===== src/asm_pkg.sv =====
package asm_pkg;

    // ************************************************************
    // Geometry
    // ************************************************************
    localparam int ASM_NUM_CHANNELS = 3;
    localparam int ASM_DATA_WIDTH   = 8;
    localparam int ASM_ADDR_WIDTH   = 8;
    localparam int ASM_SLOT_WIDTH   = 6;

    // ************************************************************
    // Register offsets
    // ************************************************************
    localparam logic [7:0] ASM_ADDR_CH1    = 8'h0B;
    localparam logic [7:0] ASM_ADDR_CH2    = 8'h0C;
    localparam logic [7:0] ASM_ADDR_CH3    = 8'h0D;
    localparam logic [7:0] ASM_ADDR_STATUS = 8'h11;
    // Channel registers indexed by channel number minus one
    localparam logic [2:0][7:0] ASM_CHAN_ADDRS = {ASM_ADDR_CH3, ASM_ADDR_CH2, ASM_ADDR_CH1};

    // ************************************************************
    // Field positions
    // ************************************************************
    localparam int ASM_RSVD_BIT      = 7;
    localparam int ASM_LINE_SEL_BIT  = 6;
    localparam int ASM_SLOT_MSB      = 5;
    localparam int ASM_HALF_BIT      = 5;
    localparam int ASM_STAT_COLL_BIT = 3;

    // ************************************************************
    // Reset values
    // ************************************************************
    localparam logic [7:0] ASM_CH1_RESET = 8'h00;
    localparam logic [7:0] ASM_CH2_RESET = 8'h01;
    localparam logic [7:0] ASM_CH3_RESET = 8'h02;
    localparam logic [2:0][7:0] ASM_CHAN_RESETS = {ASM_CH3_RESET, ASM_CH2_RESET, ASM_CH1_RESET};
    localparam logic [7:0] ASM_READ_IDLE = 8'h00;

    // ************************************************************
    // Carriers
    // ************************************************************
    typedef struct packed {
        logic                      line_sel;   // 0 primary, 1 secondary
        logic [ASM_SLOT_WIDTH-1:0] slot_index;
    } asm_chan_cfg_t;

    typedef struct packed {
        logic                      valid;      // A bit of a slot is on the line
        logic                      tdm;        // 1 TDM, 0 I2S or left justified
        logic                      right_half; // Only read outside TDM
        logic [ASM_SLOT_WIDTH-1:0] number;     // Slot in frame, or in half
    } asm_slot_pos_t;

    typedef struct packed {
        logic data;
        logic enable;
    } asm_line_drive_t;

endpackage : asm_pkg


===== src/asm_slot_mapper.sv =====
// Decided for this implementation: strobed register access.
`timescale 1ns/100ps
module asm_slot_mapper
    import asm_pkg::*;
#(
    parameter int CHANNELS = ASM_NUM_CHANNELS
) (
    input  wire logic                      i_clock,
    input  wire logic                      i_sys_rst,
    input  wire logic [ASM_ADDR_WIDTH-1:0] i_addr,
    input  wire logic [ASM_DATA_WIDTH-1:0] i_wdata,
    input  wire logic                      i_wr,
    input  wire logic                      i_rd,
    output logic      [ASM_DATA_WIDTH-1:0] o_rdata,
    input  wire asm_slot_pos_t             i_slot,
    input  wire logic [CHANNELS-1:0]       i_chan_bits,
    output logic                           o_primary_serial_out,
    output logic                           o_primary_serial_oe,
    output logic                           o_general_pin_one_out,
    output logic                           o_general_pin_one_oe,
    output logic      [CHANNELS-1:0]       o_chan_active,
    output logic                           o_collision
);

    // ************************************************************
    // Elaboration checks
    // ************************************************************
    // The register map only holds three channel registers
    if (CHANNELS < 1 || CHANNELS > ASM_NUM_CHANNELS) begin : g_bad_channels
        $error("asm_slot_mapper: CHANNELS must be 1 to 3");
    end

    // ************************************************************
    // Channel configuration registers
    // ************************************************************
    asm_chan_cfg_t [CHANNELS-1:0] chan_cfg;
    logic          [CHANNELS-1:0] hit_primary;
    logic          [CHANNELS-1:0] hit_secondary;

    for (genvar ch = 0; ch < CHANNELS; ch++) begin : g_chan
        // One register per channel; bit 7 has no storage so it can never be set
        always_ff @(posedge i_clock) begin
            if (i_sys_rst) begin
                chan_cfg[ch] <= asm_chan_cfg_t'(ASM_CHAN_RESETS[ch][ASM_LINE_SEL_BIT:0]);
            end else if (i_wr && (i_addr == ASM_CHAN_ADDRS[ch])) begin
                chan_cfg[ch] <= asm_chan_cfg_t'(i_wdata[ASM_LINE_SEL_BIT:0]);
            end
        end

        // Slot compare for this channel against the live position
        asm_slot_lane u_lane (
            .i_cfg           (chan_cfg[ch]),
            .i_pos           (i_slot),
            .o_hit_primary   (hit_primary[ch]),
            .o_hit_secondary (hit_secondary[ch])
        );
    end

    // ************************************************************
    // Line combining
    // ************************************************************
    asm_line_drive_t next_primary;
    asm_line_drive_t next_secondary;
    logic            next_clash;

    // Two channels in one slot of one line is a setup error; their bits are ORed
    // rather than one silently winning, and the clash is flagged for software
    always_comb begin
        next_primary.enable   = |hit_primary;
        next_primary.data     = |(hit_primary & i_chan_bits);
        next_secondary.enable = |hit_secondary;
        next_secondary.data   = |(hit_secondary & i_chan_bits);
        next_clash            = ($countones(hit_primary) > 1) || ($countones(hit_secondary) > 1);
    end

    // ************************************************************
    // Pin drive
    // ************************************************************
    // Registered so the pins change on one clean edge; costs one cycle of latency
    always_ff @(posedge i_clock) begin
        if (i_sys_rst) begin
            o_primary_serial_out  <= 1'b0;
            o_primary_serial_oe   <= 1'b0;
            o_general_pin_one_out <= 1'b0;
            o_general_pin_one_oe  <= 1'b0;
        end else begin
            o_primary_serial_out  <= next_primary.data;
            o_primary_serial_oe   <= next_primary.enable;
            o_general_pin_one_out <= next_secondary.data;
            o_general_pin_one_oe  <= next_secondary.enable;
        end
    end

    // Which channels own the current slot, on either line
    always_ff @(posedge i_clock) begin
        if (i_sys_rst) begin
            o_chan_active <= '0;
        end else begin
            o_chan_active <= hit_primary | hit_secondary;
        end
    end

    // ************************************************************
    // Clash flag
    // ************************************************************
    logic clear_clash;

    assign clear_clash = i_wr && (i_addr == ASM_ADDR_STATUS) && i_wdata[ASM_STAT_COLL_BIT];

    // Sticky; a clash in the clearing cycle wins so it is never lost
    always_ff @(posedge i_clock) begin
        if (i_sys_rst) begin
            o_collision <= 1'b0;
        end else if (next_clash) begin
            o_collision <= 1'b1;
        end else if (clear_clash) begin
            o_collision <= 1'b0;
        end
    end

    // ************************************************************
    // Register read
    // ************************************************************
    logic [ASM_DATA_WIDTH-1:0] next_rdata;

    // Unmapped addresses read zero; bit 7 of a channel register always reads zero
    always_comb begin
        next_rdata = ASM_READ_IDLE;
        for (int ch = 0; ch < CHANNELS; ch++) begin
            if (i_addr == ASM_CHAN_ADDRS[ch]) begin
                next_rdata = {1'b0, chan_cfg[ch]};
            end
        end
        if (i_addr == ASM_ADDR_STATUS) begin
            next_rdata[ASM_STAT_COLL_BIT] = o_collision;
            next_rdata[CHANNELS-1:0]      = o_chan_active;
        end
    end

    // Read data stand only in the cycle after the strobe
    always_ff @(posedge i_clock) begin
        if (i_sys_rst) begin
            o_rdata <= ASM_READ_IDLE;
        end else if (i_rd) begin
            o_rdata <= next_rdata;
        end else begin
            o_rdata <= ASM_READ_IDLE;
        end
    end

endmodule // asm_slot_mapper


===== src/asm_slot_lane.sv =====
`timescale 1ns/100ps
module asm_slot_lane
    import asm_pkg::*;
(
    input  wire asm_chan_cfg_t i_cfg,
    input  wire asm_slot_pos_t i_pos,
    output logic               o_hit_primary,
    output logic               o_hit_secondary
);

    // ************************************************************
    // Slot match
    // ************************************************************
    logic hit;

    // TDM compares the full index; the half formats split it at bit 5
    always_comb begin
        if (!i_pos.valid) begin
            hit = 1'b0;
        end else if (i_pos.tdm) begin
            hit = (i_pos.number == i_cfg.slot_index);
        end else begin
            // A half holds only 32 slots, so a position at 32 or above never matches
            hit = !i_pos.number[ASM_HALF_BIT]
                  && (i_cfg.slot_index[ASM_HALF_BIT] == i_pos.right_half)
                  && (i_cfg.slot_index[ASM_HALF_BIT-1:0] == i_pos.number[ASM_HALF_BIT-1:0]);
        end
    end

    // Steer the match to one of the two lines
    assign o_hit_primary   = hit && !i_cfg.line_sel;
    assign o_hit_secondary = hit && i_cfg.line_sel;

endmodule // asm_slot_lane


===== config.mk =====
export PLATFORM = sky130hd
export DESIGN_NAME = asm_slot_mapper
export DESIGN_NICKNAME = d
export VERILOG_FILES = /design/src/asm_pkg.sv /design/src/asm_slot_mapper.sv /design/src/asm_slot_lane.sv
export SDC_FILE = /design/constraint.sdc
export NUM_CORES = 1
export LEC_CHECK = 0
export BUFFER_PORTS_ARGS = -buffer_cell sky130_fd_sc_hd__buf_2
export CAP_MARGIN = 20
export CELL_PAD_IN_SITES_DETAIL_PLACEMENT = 0
export CELL_PAD_IN_SITES_GLOBAL_PLACEMENT = 1
export CORE_MARGIN = 2
export CORE_UTILIZATION = 41
export CTS_BUF_LIST = sky130_fd_sc_hd__clkbuf_8
export CTS_CLUSTER_SIZE = 8
export DETAILED_ROUTE_END_ITERATION = 8
export PLACE_DENSITY = 0.78
export REMOVE_ABC_BUFFERS = 1
export SLEW_MARGIN = 20
export SYNTH_ARGS = -nofsm -noshare
export SYNTH_HDL_FRONTEND = slang
export SYNTH_HIERARCHICAL = 1
export SYNTH_SLANG_ARGS = --single-unit

===== constraint.sdc =====
create_clock -name i_clock -period 2.3 [get_ports i_clock]
set_input_delay 0.69 -clock i_clock [delete_from_list [all_inputs] [get_ports i_clock]]
set_output_delay 0.69 -clock i_clock [all_outputs]
set_load 0.01 [all_outputs]

==> results of run 1 <==
[cell families (layout without fill, tap and decap cells)]
logic type	after synthesis	after routing	share of synthesized area, %
muxes	19	19	9.90
AOI/OAI and AO/OA	31	31	12.8
and+or+nand+nor	83	83	27.4
adders and majority gates	2	2	1.30
buffers and inverters	16	79	3.97
other	1	1	0.195
DFF	36	36	37.5
xor gates and xnor gates	15	15	6.84
[power by group]
part,internal (mW),switching (mW)
clock,0.267,0.218
sequential,0.624,0.000665
combinational,0.0518,0.0685
total,0.943,0.287
[path summary, 6_finish.rpt]
kind                                       start  slack, ns  depth (start not counted)     endpoint
worst min register to register  o_chan_active[2]       0.47                          2   o_rdata[2]
worst max-delay path                   i_slot[2]       0.31                          7  o_collision
worst max register to register      chan_cfg[16]       0.48                          6  o_collision
worst min-delay path            o_chan_active[2]       0.47                          2   o_rdata[2]
[stage by stage]
| step | TNS [ns] | instance area, um^2 | util [%] |
|---|---|---|---|
| 5_1_grt | 0 | 2410 | 54.3 |
| 3_3_place_gp | 0 | 2320 | 52.1 |
| 6_report | 0 | 2410 | 54.3 |
| 4_1_cts | 0 | 2410 | 54.3 |
| 2_1_floorplan | 0 | 1880 | - |
| 3_5_place_dp | -0.00532 | 2320 | 52.1 |
[layer usage]
| layer | share of wire [%] | GRT usage, % |
|---|---|---|
| met1 | 50 | 26.2 |
| met3 | 4.3 | 4.17 |
| met2 | 44 | 29.2 |
| met4 | 1.2 | 6.17 |
| met5 | 0 | 0 |
[final cells by class]
cell class                 count  area [um^2]  share of cell area [%]
multi-input combinational    151         1120                    46.6
clock buffer                   7         96.3                    3.99
timing repair buffer          63          373                    15.5
inverter                       9         33.8                    1.40
sequential                    36          721                    29.9
tap                           52         65.1                    2.70
[state kept, by name, summed over array words and instances (netlist names)]
signal / cells
o_primary_serial_oe: 1
o_collision: 1
o_chan_active: 3
o_rdata: 7
o_general_pin_one_oe: 1
o_general_pin_one_out: 1
o_primary_serial_out: 1
chan_cfg: 21
[layout by cell type (no fill, tap or decap), drive strengths merged, types with 2 or more instances in the layout]
cell     netlist  layout
nand2         13      13
nor4           4       4
a21oi          3       3
a22oi          4       4
mux2i         19      19
nand4          3       3
o21ai          7       7
ha             2       2
nor3           6       6
buf            4      63
clkbuf         3       7
a211oi         4       4
nand3b         3       3
inv            9       9
dfxtp         36      36
a211o          2       2
o22ai          3       3
nor3b          7       7
a222oi         2       2
a221oi         4       4
nand4bb        2       2
xnor2         15      15
nor2          35      35
nor4b          3       3
[worst min-delay path: stages, from the launching register on]
cell	delay, ns
dfxtp_1	0.31
inv_1	0.06
a221oi_2	0.05
==> summary.txt, run 1 <==
Logic synthesis
  – Commonest cells in the netlist: dfxtp_1 (36), nor2_1 (35), mux2i_1 (19)
  – Ys async rst share: 0%
  – Main synth FF type: dfxtp_1
  – Synth Warn #: 6
  – Syn Area/Cell: 9.46 um^2
  – Mapped Area: 0.00192 mm^2
  – Post-synth EDFFs: 0
  – Yosys top cell area share: 37.5%
  – Post-synthesis sequential element count: 36
  – Cells after synthesis: 203
  – Area leader, netlist: dfxtp_1
  – Post-synth cell types: 39
  – Sequential share of the synthesized area: 37.5%
  – Largest cells by area after synthesis: dfxtp_1 (38%), mux2i_1 (9.9%), nor2_1 (6.8%)
  – Most frequent cell after synthesis: dfxtp_1

Job
  – # Max-Cap Violations: 0

Cells and area
  – P&R area growth vs syn: 25.6%
  – Layout cells sized above 1: 33.8%
  – # diodes: 0
  – Fillers: 443
  – Non-filler cells, final: 318
  – Post-layout net count: 300

Placement
  – Post-DP HPWL: 3610 um
  – Pre-CTS setup slack: -0.00532 ns
  – RePlAce Congestion: 0.876
  – Port Buf Inserts: 45
  – Placed Instances: 311

Worst setup path
  – Worst path top cell family by delay: simple AND/OR/NAND/NOR gates
  – Critical Path AT: 2.16 ns
  – Peak per-stage delay on the critical path: 0.32 ns
  – Number of buffers and inverters on the critical path: 1
  – Max Fanout on Critical Path: 3
  – CP Class: input pin to flop
  – Startpoint types: input pin
  – Setup crit end kind: flop
  – Worst path required time: 2.47 ns
  – CP Cell Sequence: buf_2, xnor2_1, nand4_1, nor4_2, ha_1, a211oi_1, a31oi_1
  – CP max stage cell: nor4_2

STA
  – Worst clock skew: 0.00705 ns
  – Crit share post-route: 86.7%
  – Finish-stage setup viols: 0
  – RSZ-0062 raised after global routing: false
  – Final slew viol count: 0
  – Hold WS: 0.467 ns
  – Post-layout min period: 1.99 ns
  – Final worst slack: 0.307 ns
  – Achievable Freq: 502 MHz
  – Final Hold Violating Endpoints: 0

Drt
  – Post-route ant nets: 0
  – Routed WL per cell: 14.4 um
  – Vias/cell: 5.22
  – Wirelength, routed: 4580 um
  – Residual DRC: 0
  – Vias: 1,661
  – Pre-antenna DRT Iters: 4
  – Initial DRC Count: 69

Global routing
  – Global-route wire length before repair: 7430 um
  – Antenna violations before repair: 0
  – Vias in the first global route: 1,507
  – Largest net degree at the start of global routing: 21
  – Tot GR Track Use: 18.9%
  – Total congestion overflow: 0

Status
  – Status: completed

Die
  – Initial Util: 43.2%
  – Die height: 72.4 um
  – Die Span X: 72.4 um
  – Die Area: 0.00525 mm^2
  – Core ar.: 0.00444 mm^2
  – Cell Rows: 24
  – IO Pins: 48

Power
  – Power Density: 510 mW/mm^2
  – VDD IR max: 333 uV
  – Total Power: 1.23 mW
  – Reported leakage power: 0.971 nW

Clock network
  – Sinks on Clock Net: 36
  – Cts bufs inserted: 5
  – Clock root buffer: clkbuf_8
  – Setup bufs post-CTS: 0
  – Hold_buf cts: 0
  – Clk_lat worst skew: 0.29 ns
  – Max H-tree Level: 2
  – Clock edge transition at the registers on the reported setup and hold paths: 0.07 ns
  – Post-CTS Resized: 0
  – Bufs on Longest Clock Path: 2
  – TritonCTS clock tree: built

Worst hold path
  – Worst hold path type: flop to flop
Note: power is estimated with default switching activity, not from simulation.
==> inputs of run 2 (changes only) <==
--- a/config.mk
+++ b/config.mk
@@ -8,3 +8,3 @@
 export BUFFER_PORTS_ARGS = -buffer_cell sky130_fd_sc_hd__buf_2
-export CAP_MARGIN = 20
+export CAP_MARGIN = 5
 export CELL_PAD_IN_SITES_DETAIL_PLACEMENT = 0
@@ -16,3 +16,3 @@
 export DETAILED_ROUTE_END_ITERATION = 8
-export PLACE_DENSITY = 0.78
+export PLACE_DENSITY_LB_ADDON = 0.1
 export REMOVE_ABC_BUFFERS = 1
--- a/constraint.sdc
+++ b/constraint.sdc
@@ -3,2 +3,2 @@
 set_output_delay 0.69 -clock i_clock [all_outputs]
-set_load 0.01 [all_outputs]
+set_load 0.1 [all_outputs]
==> summary.txt, run 2 (synthesis results as in run 1) <==
Placement
  – Post-DP HPWL: 3660 um
  – Port Buf Inserts: 45
  – RePlAce Congestion: 0.860

Die
  – Cell Rows: 24
  – Core ar.: 0.00444 mm^2
  – Die Area: 0.00525 mm^2
  – IO Pins: 48
  – Die Span X: 72.4 um
  – Die height: 72.4 um
  – Initial Util: 43.2%

Worst setup path
  – Reg-to-Reg End: o_collision
  – Reg-to-Reg Start: chan_cfg[17]
  – Startpoint types: input pin
  – Crit path capture: o_collision
  – Reg2Reg Depth: 6
  – Setup crit end kind: flop
  – Max Fanout on Critical Path: 8
  – Critical Path AT: 2.21 ns
  – CP Class: input pin to flop
  – Register-to-register setup slack: 0.46 ns
  – Critical path startpoint: i_slot[5]
  – Worst path required time: 2.46 ns

STA
  – Hold WS: 0.476 ns
  – Finish-stage setup viols: 0
  – RSZ-0062 raised after global routing: false
  – Post-layout min period: 2.04 ns
  – Worst clock skew: 0.00357 ns
  – Final Hold Violating Endpoints: 0
  – Final slew viol count: 0
  – Setup TNS: 0 ns
  – Achievable Freq: 489 MHz
  – Crit share post-route: 88.9%

Clock network
  – TritonCTS clock tree: built
  – Cts bufs inserted: 5
  – Clk_lat worst skew: 0.28 ns
  – Post-CTS Resized: 0
  – Clock root buffer: clkbuf_8
  – Sinks on Clock Net: 36
  – Setup bufs post-CTS: 0
  – Bufs on Longest Clock Path: 2
  – Max H-tree Level: 2
  – Clock edge transition at the registers on the reported setup and hold paths: 0.07 ns
  – Hold_buf cts: 0

Global routing
  – Total congestion overflow: 0
  – Largest net degree at the start of global routing: 20
  – Grt met1 use: 26.0%
  – GR peak layer: met2
  – Global-route wire length before repair: 7510 um
  – Antenna violations before repair: 0
  – GRT met3 Usage: 5.56%
  – Tot GR Track Use: 18.8%
  – Vias in the first global route: 1,541
  – GR Util met2: 28.3%

Worst hold path
  – Worst hold path type: flop to flop

Cells and area
  – Fin util: 54.2%
  – Most common cell after layout, fill and taps aside: buf_2
  – Most frequent cells in the layout: buf_2 (45), dfxtp_1 (36), nor2_1 (35)
  – P&R area growth vs syn: 25.3%
  – Biggest regs: chan_cfg: 21 flops, o_rdata: 7 flops, o_chan_active: 3 flops
  – Layout cells sized above 1: 34.1%
  – Largest register FFs: 21
  – # diodes: 0
  – Largest Register: chan_cfg
  – Post-layout net count: 301

Drt
  – Initial DRC Count: 94
  – Residual DRC: 0
  – Routed WL per cell: 14.5 um
  – Pre-antenna DRT Iters: 6
  – Vias/cell: 5.24
  – Wirelength, routed: 4630 um
  – Post-route ant nets: 0
  – Vias: 1,672

Power
  – VDD IR max: 329 uV
  – Reported leakage power: 0.974 nW
  – Total Power: 1.23 mW
  – Power Density: 512 mW/mm^2

Status
  – Status: completed

Job
  – # Max-Cap Violations: 0
[run 2: changes by cell type in the layout (fill, tap and decap cells not counted)]
cell	change
buf_12	-1
buf_4	+2
[run 2: layout make-up]
cell class,instances,area (um^2)
clock buffer,7,96.3
fill,436,2040
inverter,9,33.8
tap,52,65.1
multi-input combinational,151,1120
sequential,36,721
timing repair buffer,64,368
[run 2: routing by layer]
layer / vias up / routed length (um)
met2: 43 / 2070
li1: 852 / -
met4: 0 / 50
met1: 773 / 2270
met3: 4 / 239
met5: - / 0
[run 2: per-stage QoR]
| step | std cells | setup WS, ns | area, um^2 |
|---|---|---|---|
| floorplan | 196 | 0.205 | 1880 |
| global placement | 312 | 0.0149 | 2310 |
| finish | 319 | 0.256 | 2410 |
| detailed placement | 312 | -0.0438 | 2310 |
| global route | 319 | 0.177 | 2410 |
| CTS | 319 | 0.249 | 2410 |
[run 2: where the power goes]
part / switching [mW] / total (mW) / internal (mW)
combinational: 0.0797 / 0.132 / 0.0521
sequential: 0.000660 / 0.625 / 0.624
clock: 0.210 / 0.476 / 0.267
total: 0.290 / 1.23 / 0.943
[run 2: worst max-delay path, cell delays in order]
cell	delay (ns)
buf_2	0.14
nor3b_1	0.19
o22ai_1	0.15
nor4_2	0.37
ha_1	0.30
a211oi_1	0.24
a31oi_1	0.12
[run 2: how the worst min path moves through the flow]
stage	start	end	slack [ns]	depth (start not counted)
after floorplan	chan_cfg[5]	o_rdata[5]	0.47	2
final	o_chan_active[1]	o_rdata[1]	0.48	2
after global placement	o_chan_active[2]	o_rdata[2]	0.47	2
after global routing	o_chan_active[2]	o_rdata[2]	0.50	2
after detailed placement	o_chan_active[2]	o_rdata[2]	0.47	2
after CTS	o_chan_active[2]	o_rdata[2]	0.48	2
==> inputs of run 3 (changes only) <==
GPL_TIMING_DRIVEN = 0   (was not set)
==> summary.txt, run 3 (synthesis results as in run 1) <==
Status
  – Status: completed

Cells and area
  – P&R area growth vs syn: 19.0%
  – Non-filler cells, final: 302
  – Post-route cell area: 0.00229 mm^2
  – # diodes: 0
  – Layout cells sized above 1: 29.6%
  – Fillers: 448
  – Most frequent cells in the layout: buf_2 (45), dfxtp_1 (36), nor2_1 (35)
  – Post-layout net count: 283
  – Largest register FFs: 21
  – Largest Register: chan_cfg
  – Most common cell after layout, fill and taps aside: buf_2
  – Biggest regs: chan_cfg: 21 flops, o_rdata: 7 flops, o_chan_active: 3 flops

Drt
  – Vias: 1,599
  – Initial DRC Count: 126
  – Pre-antenna DRT Iters: 4
  – Wirelength, routed: 4570 um
  – Post-route ant nets: 0
  – Routed WL per cell: 15.1 um
  – Vias/cell: 5.29
  – Residual DRC: 0

Worst setup path
  – Critical path startpoint: i_slot[5]
  – CP Cell Sequence: buf_2, nor3b_1, o22ai_1, nor4_4, ha_1, a211oi_1, a31oi_1
  – Peak per-stage delay on the critical path: 0.36 ns
  – Number of buffers and inverters on the critical path: 1
  – Max Fanout on Critical Path: 9
  – Reg-to-Reg Start: chan_cfg[16]
  – CP Class: input pin to flop
  – Worst path top cell family by delay: simple AND/OR/NAND/NOR gates
  – CP max stage cell: nor4_4
  – Worst path required time: 2.45 ns
  – Setup crit end kind: flop
  – Critical Path AT: 2.26 ns
  – Startpoint types: input pin

Power
  – Power Density: 531 mW/mm^2
  – Total Power: 1.21 mW
  – Sequential fraction of design power: 51.5%
  – Switching pwr: 307 uW
  – Comb power frac: 10.2%
  – Internal: 907 uW
  – Reported leakage power: 0.883 nW
  – VDD IR max: 317 uV
  – Clock power frac: 38.3%
  – Sw Share: 25.3%

STA
  – Crit share post-route: 91.5%
  – Final worst slack: 0.195 ns
  – Achievable Freq: 475 MHz
  – Finish-stage setup viols: 0
  – Final slew viol count: 0
  – Worst clock skew: 0.00554 ns
  – RSZ-0062 raised after global routing: false
  – Worst-Margin Slew: 0.687 ns
  – Final Hold Violating Endpoints: 0
  – Post-layout min period: 2.10 ns
  – Worst slew margin: 53.8%

Placement
  – RePlAce Congestion: 0.789
  – Placed Instances: 293
  – Pre-CTS setup slack: -0.244 ns
  – Post-DP HPWL: 3410 um
  – Port Buf Inserts: 45
  – Area after DPL: 0.00217 mm^2

Job
  – # Max-Cap Violations: 0

Clock network
  – Clk_lat worst skew: 0.29 ns
  – Bufs on Longest Clock Path: 2
  – Hold_buf cts: 0
  – Max H-tree Level: 2
  – Clock edge transition at the registers on the reported setup and hold paths: 0.07 ns
  – Clock root buffer: clkbuf_8
  – Cts bufs inserted: 5
  – Sinks on Clock Net: 36
  – TritonCTS clock tree: built

Global routing
  – Global-route wire length before repair: 7470 um
  – Antenna violations before repair: 0
  – Tot GR Track Use: 18.8%
  – Largest net degree at the start of global routing: 31
  – Vias in the first global route: 1,494
  – Total congestion overflow: 0

Worst hold path
  – Min-delay src: o_chan_active[0]
  – Worst hold path type: flop to flop

Die
  – IO Pins: 48
  – Die Span X: 72.4 um
  – Initial Util: 43.2%
  – Die Area: 0.00525 mm^2
  – Cell Rows: 24
  – Die height: 72.4 um
  – Core ar.: 0.00444 mm^2
==> run 3: cell types whose count changed in the layout (fill, tap and decap cells not counted) <==
| cell | before | now |
|---|---|---|
| buf_4 | 19 | 1 |
| clkinv_2 | 0 | 2 |
| nor4_2 | 3 | 1 |
| nor4_4 | 1 | 3 |
| clkbuf_8 | 7 | 6 |
==> run 3: per-stage QoR <==
step / TNS (ns) / hold WS, ns / utilization [%]
CTS: 0 / 0.479 / 50.9
global route: 0 / 0.502 / 51.4
global placement: -1.36 / 0.468 / 48.8
detailed placement: -1.54 / 0.468 / 48.8
floorplan: 0 / 0.466 / -
finish: 0 / 0.474 / 51.4
==> run 3: power by group through the flow <==
stage	Sequential, mW	Clock, mW	Combinational (mW)
after global routing	0.624	0.513	0.135
after floorplan	0.643	0	0.0543
after detailed placement	0.639	0	0.121
after CTS	0.624	0.478	0.122
after global placement	0.639	0	0.121
final	0.625	0.465	0.124
==> run 3: worst paths after layout <==
path | to | slack, ns | depth (start not counted)
setup / recovery | o_collision | 0.20 | 7
hold / removal | o_rdata[0] | 0.47 | 2
setup reg to reg | o_collision | 0.38 | 6
hold reg to reg | o_rdata[0] | 0.47 | 2
==> run 3: routing by layer <==
metal  GRT usage, %  part of all wire (%)  vias up
met3           4.58                   3.2        6
li1               -                     -      823
met4           7.41                  0.94        0
met1           25.9                    50      737
met5              0                     0        -
met2           28.4                    45       33
==> run 3: what timing repair did <==
item	in CTS	in global routing
gates resized for setup	0	2
setup buffers	0	1
setup endpoints to repair	0	8
==> run 3: final cells by class <==
cell class              instances  area [um^2]  share of cell area, %
multi-input cells             151         1140                   49.9
clock inverters                 2         10.0                  0.438
well taps                      52         65.1                   2.85
flip-flops and latches         36          721                   31.5
repair buffers                 46          233                   10.2
clock buffers                   6         82.6                   3.61
inverters                       9         33.8                   1.48
==> run 3: worst reg2reg max path, delay by kind of cell, from the launching register on <==
family,cells,cell delay (ns)
compound gates,2,0.34
xor+xnor,1,0.14
fa+ha+maj,1,0.29
flops,1,0.38
simple gates,2,0.64
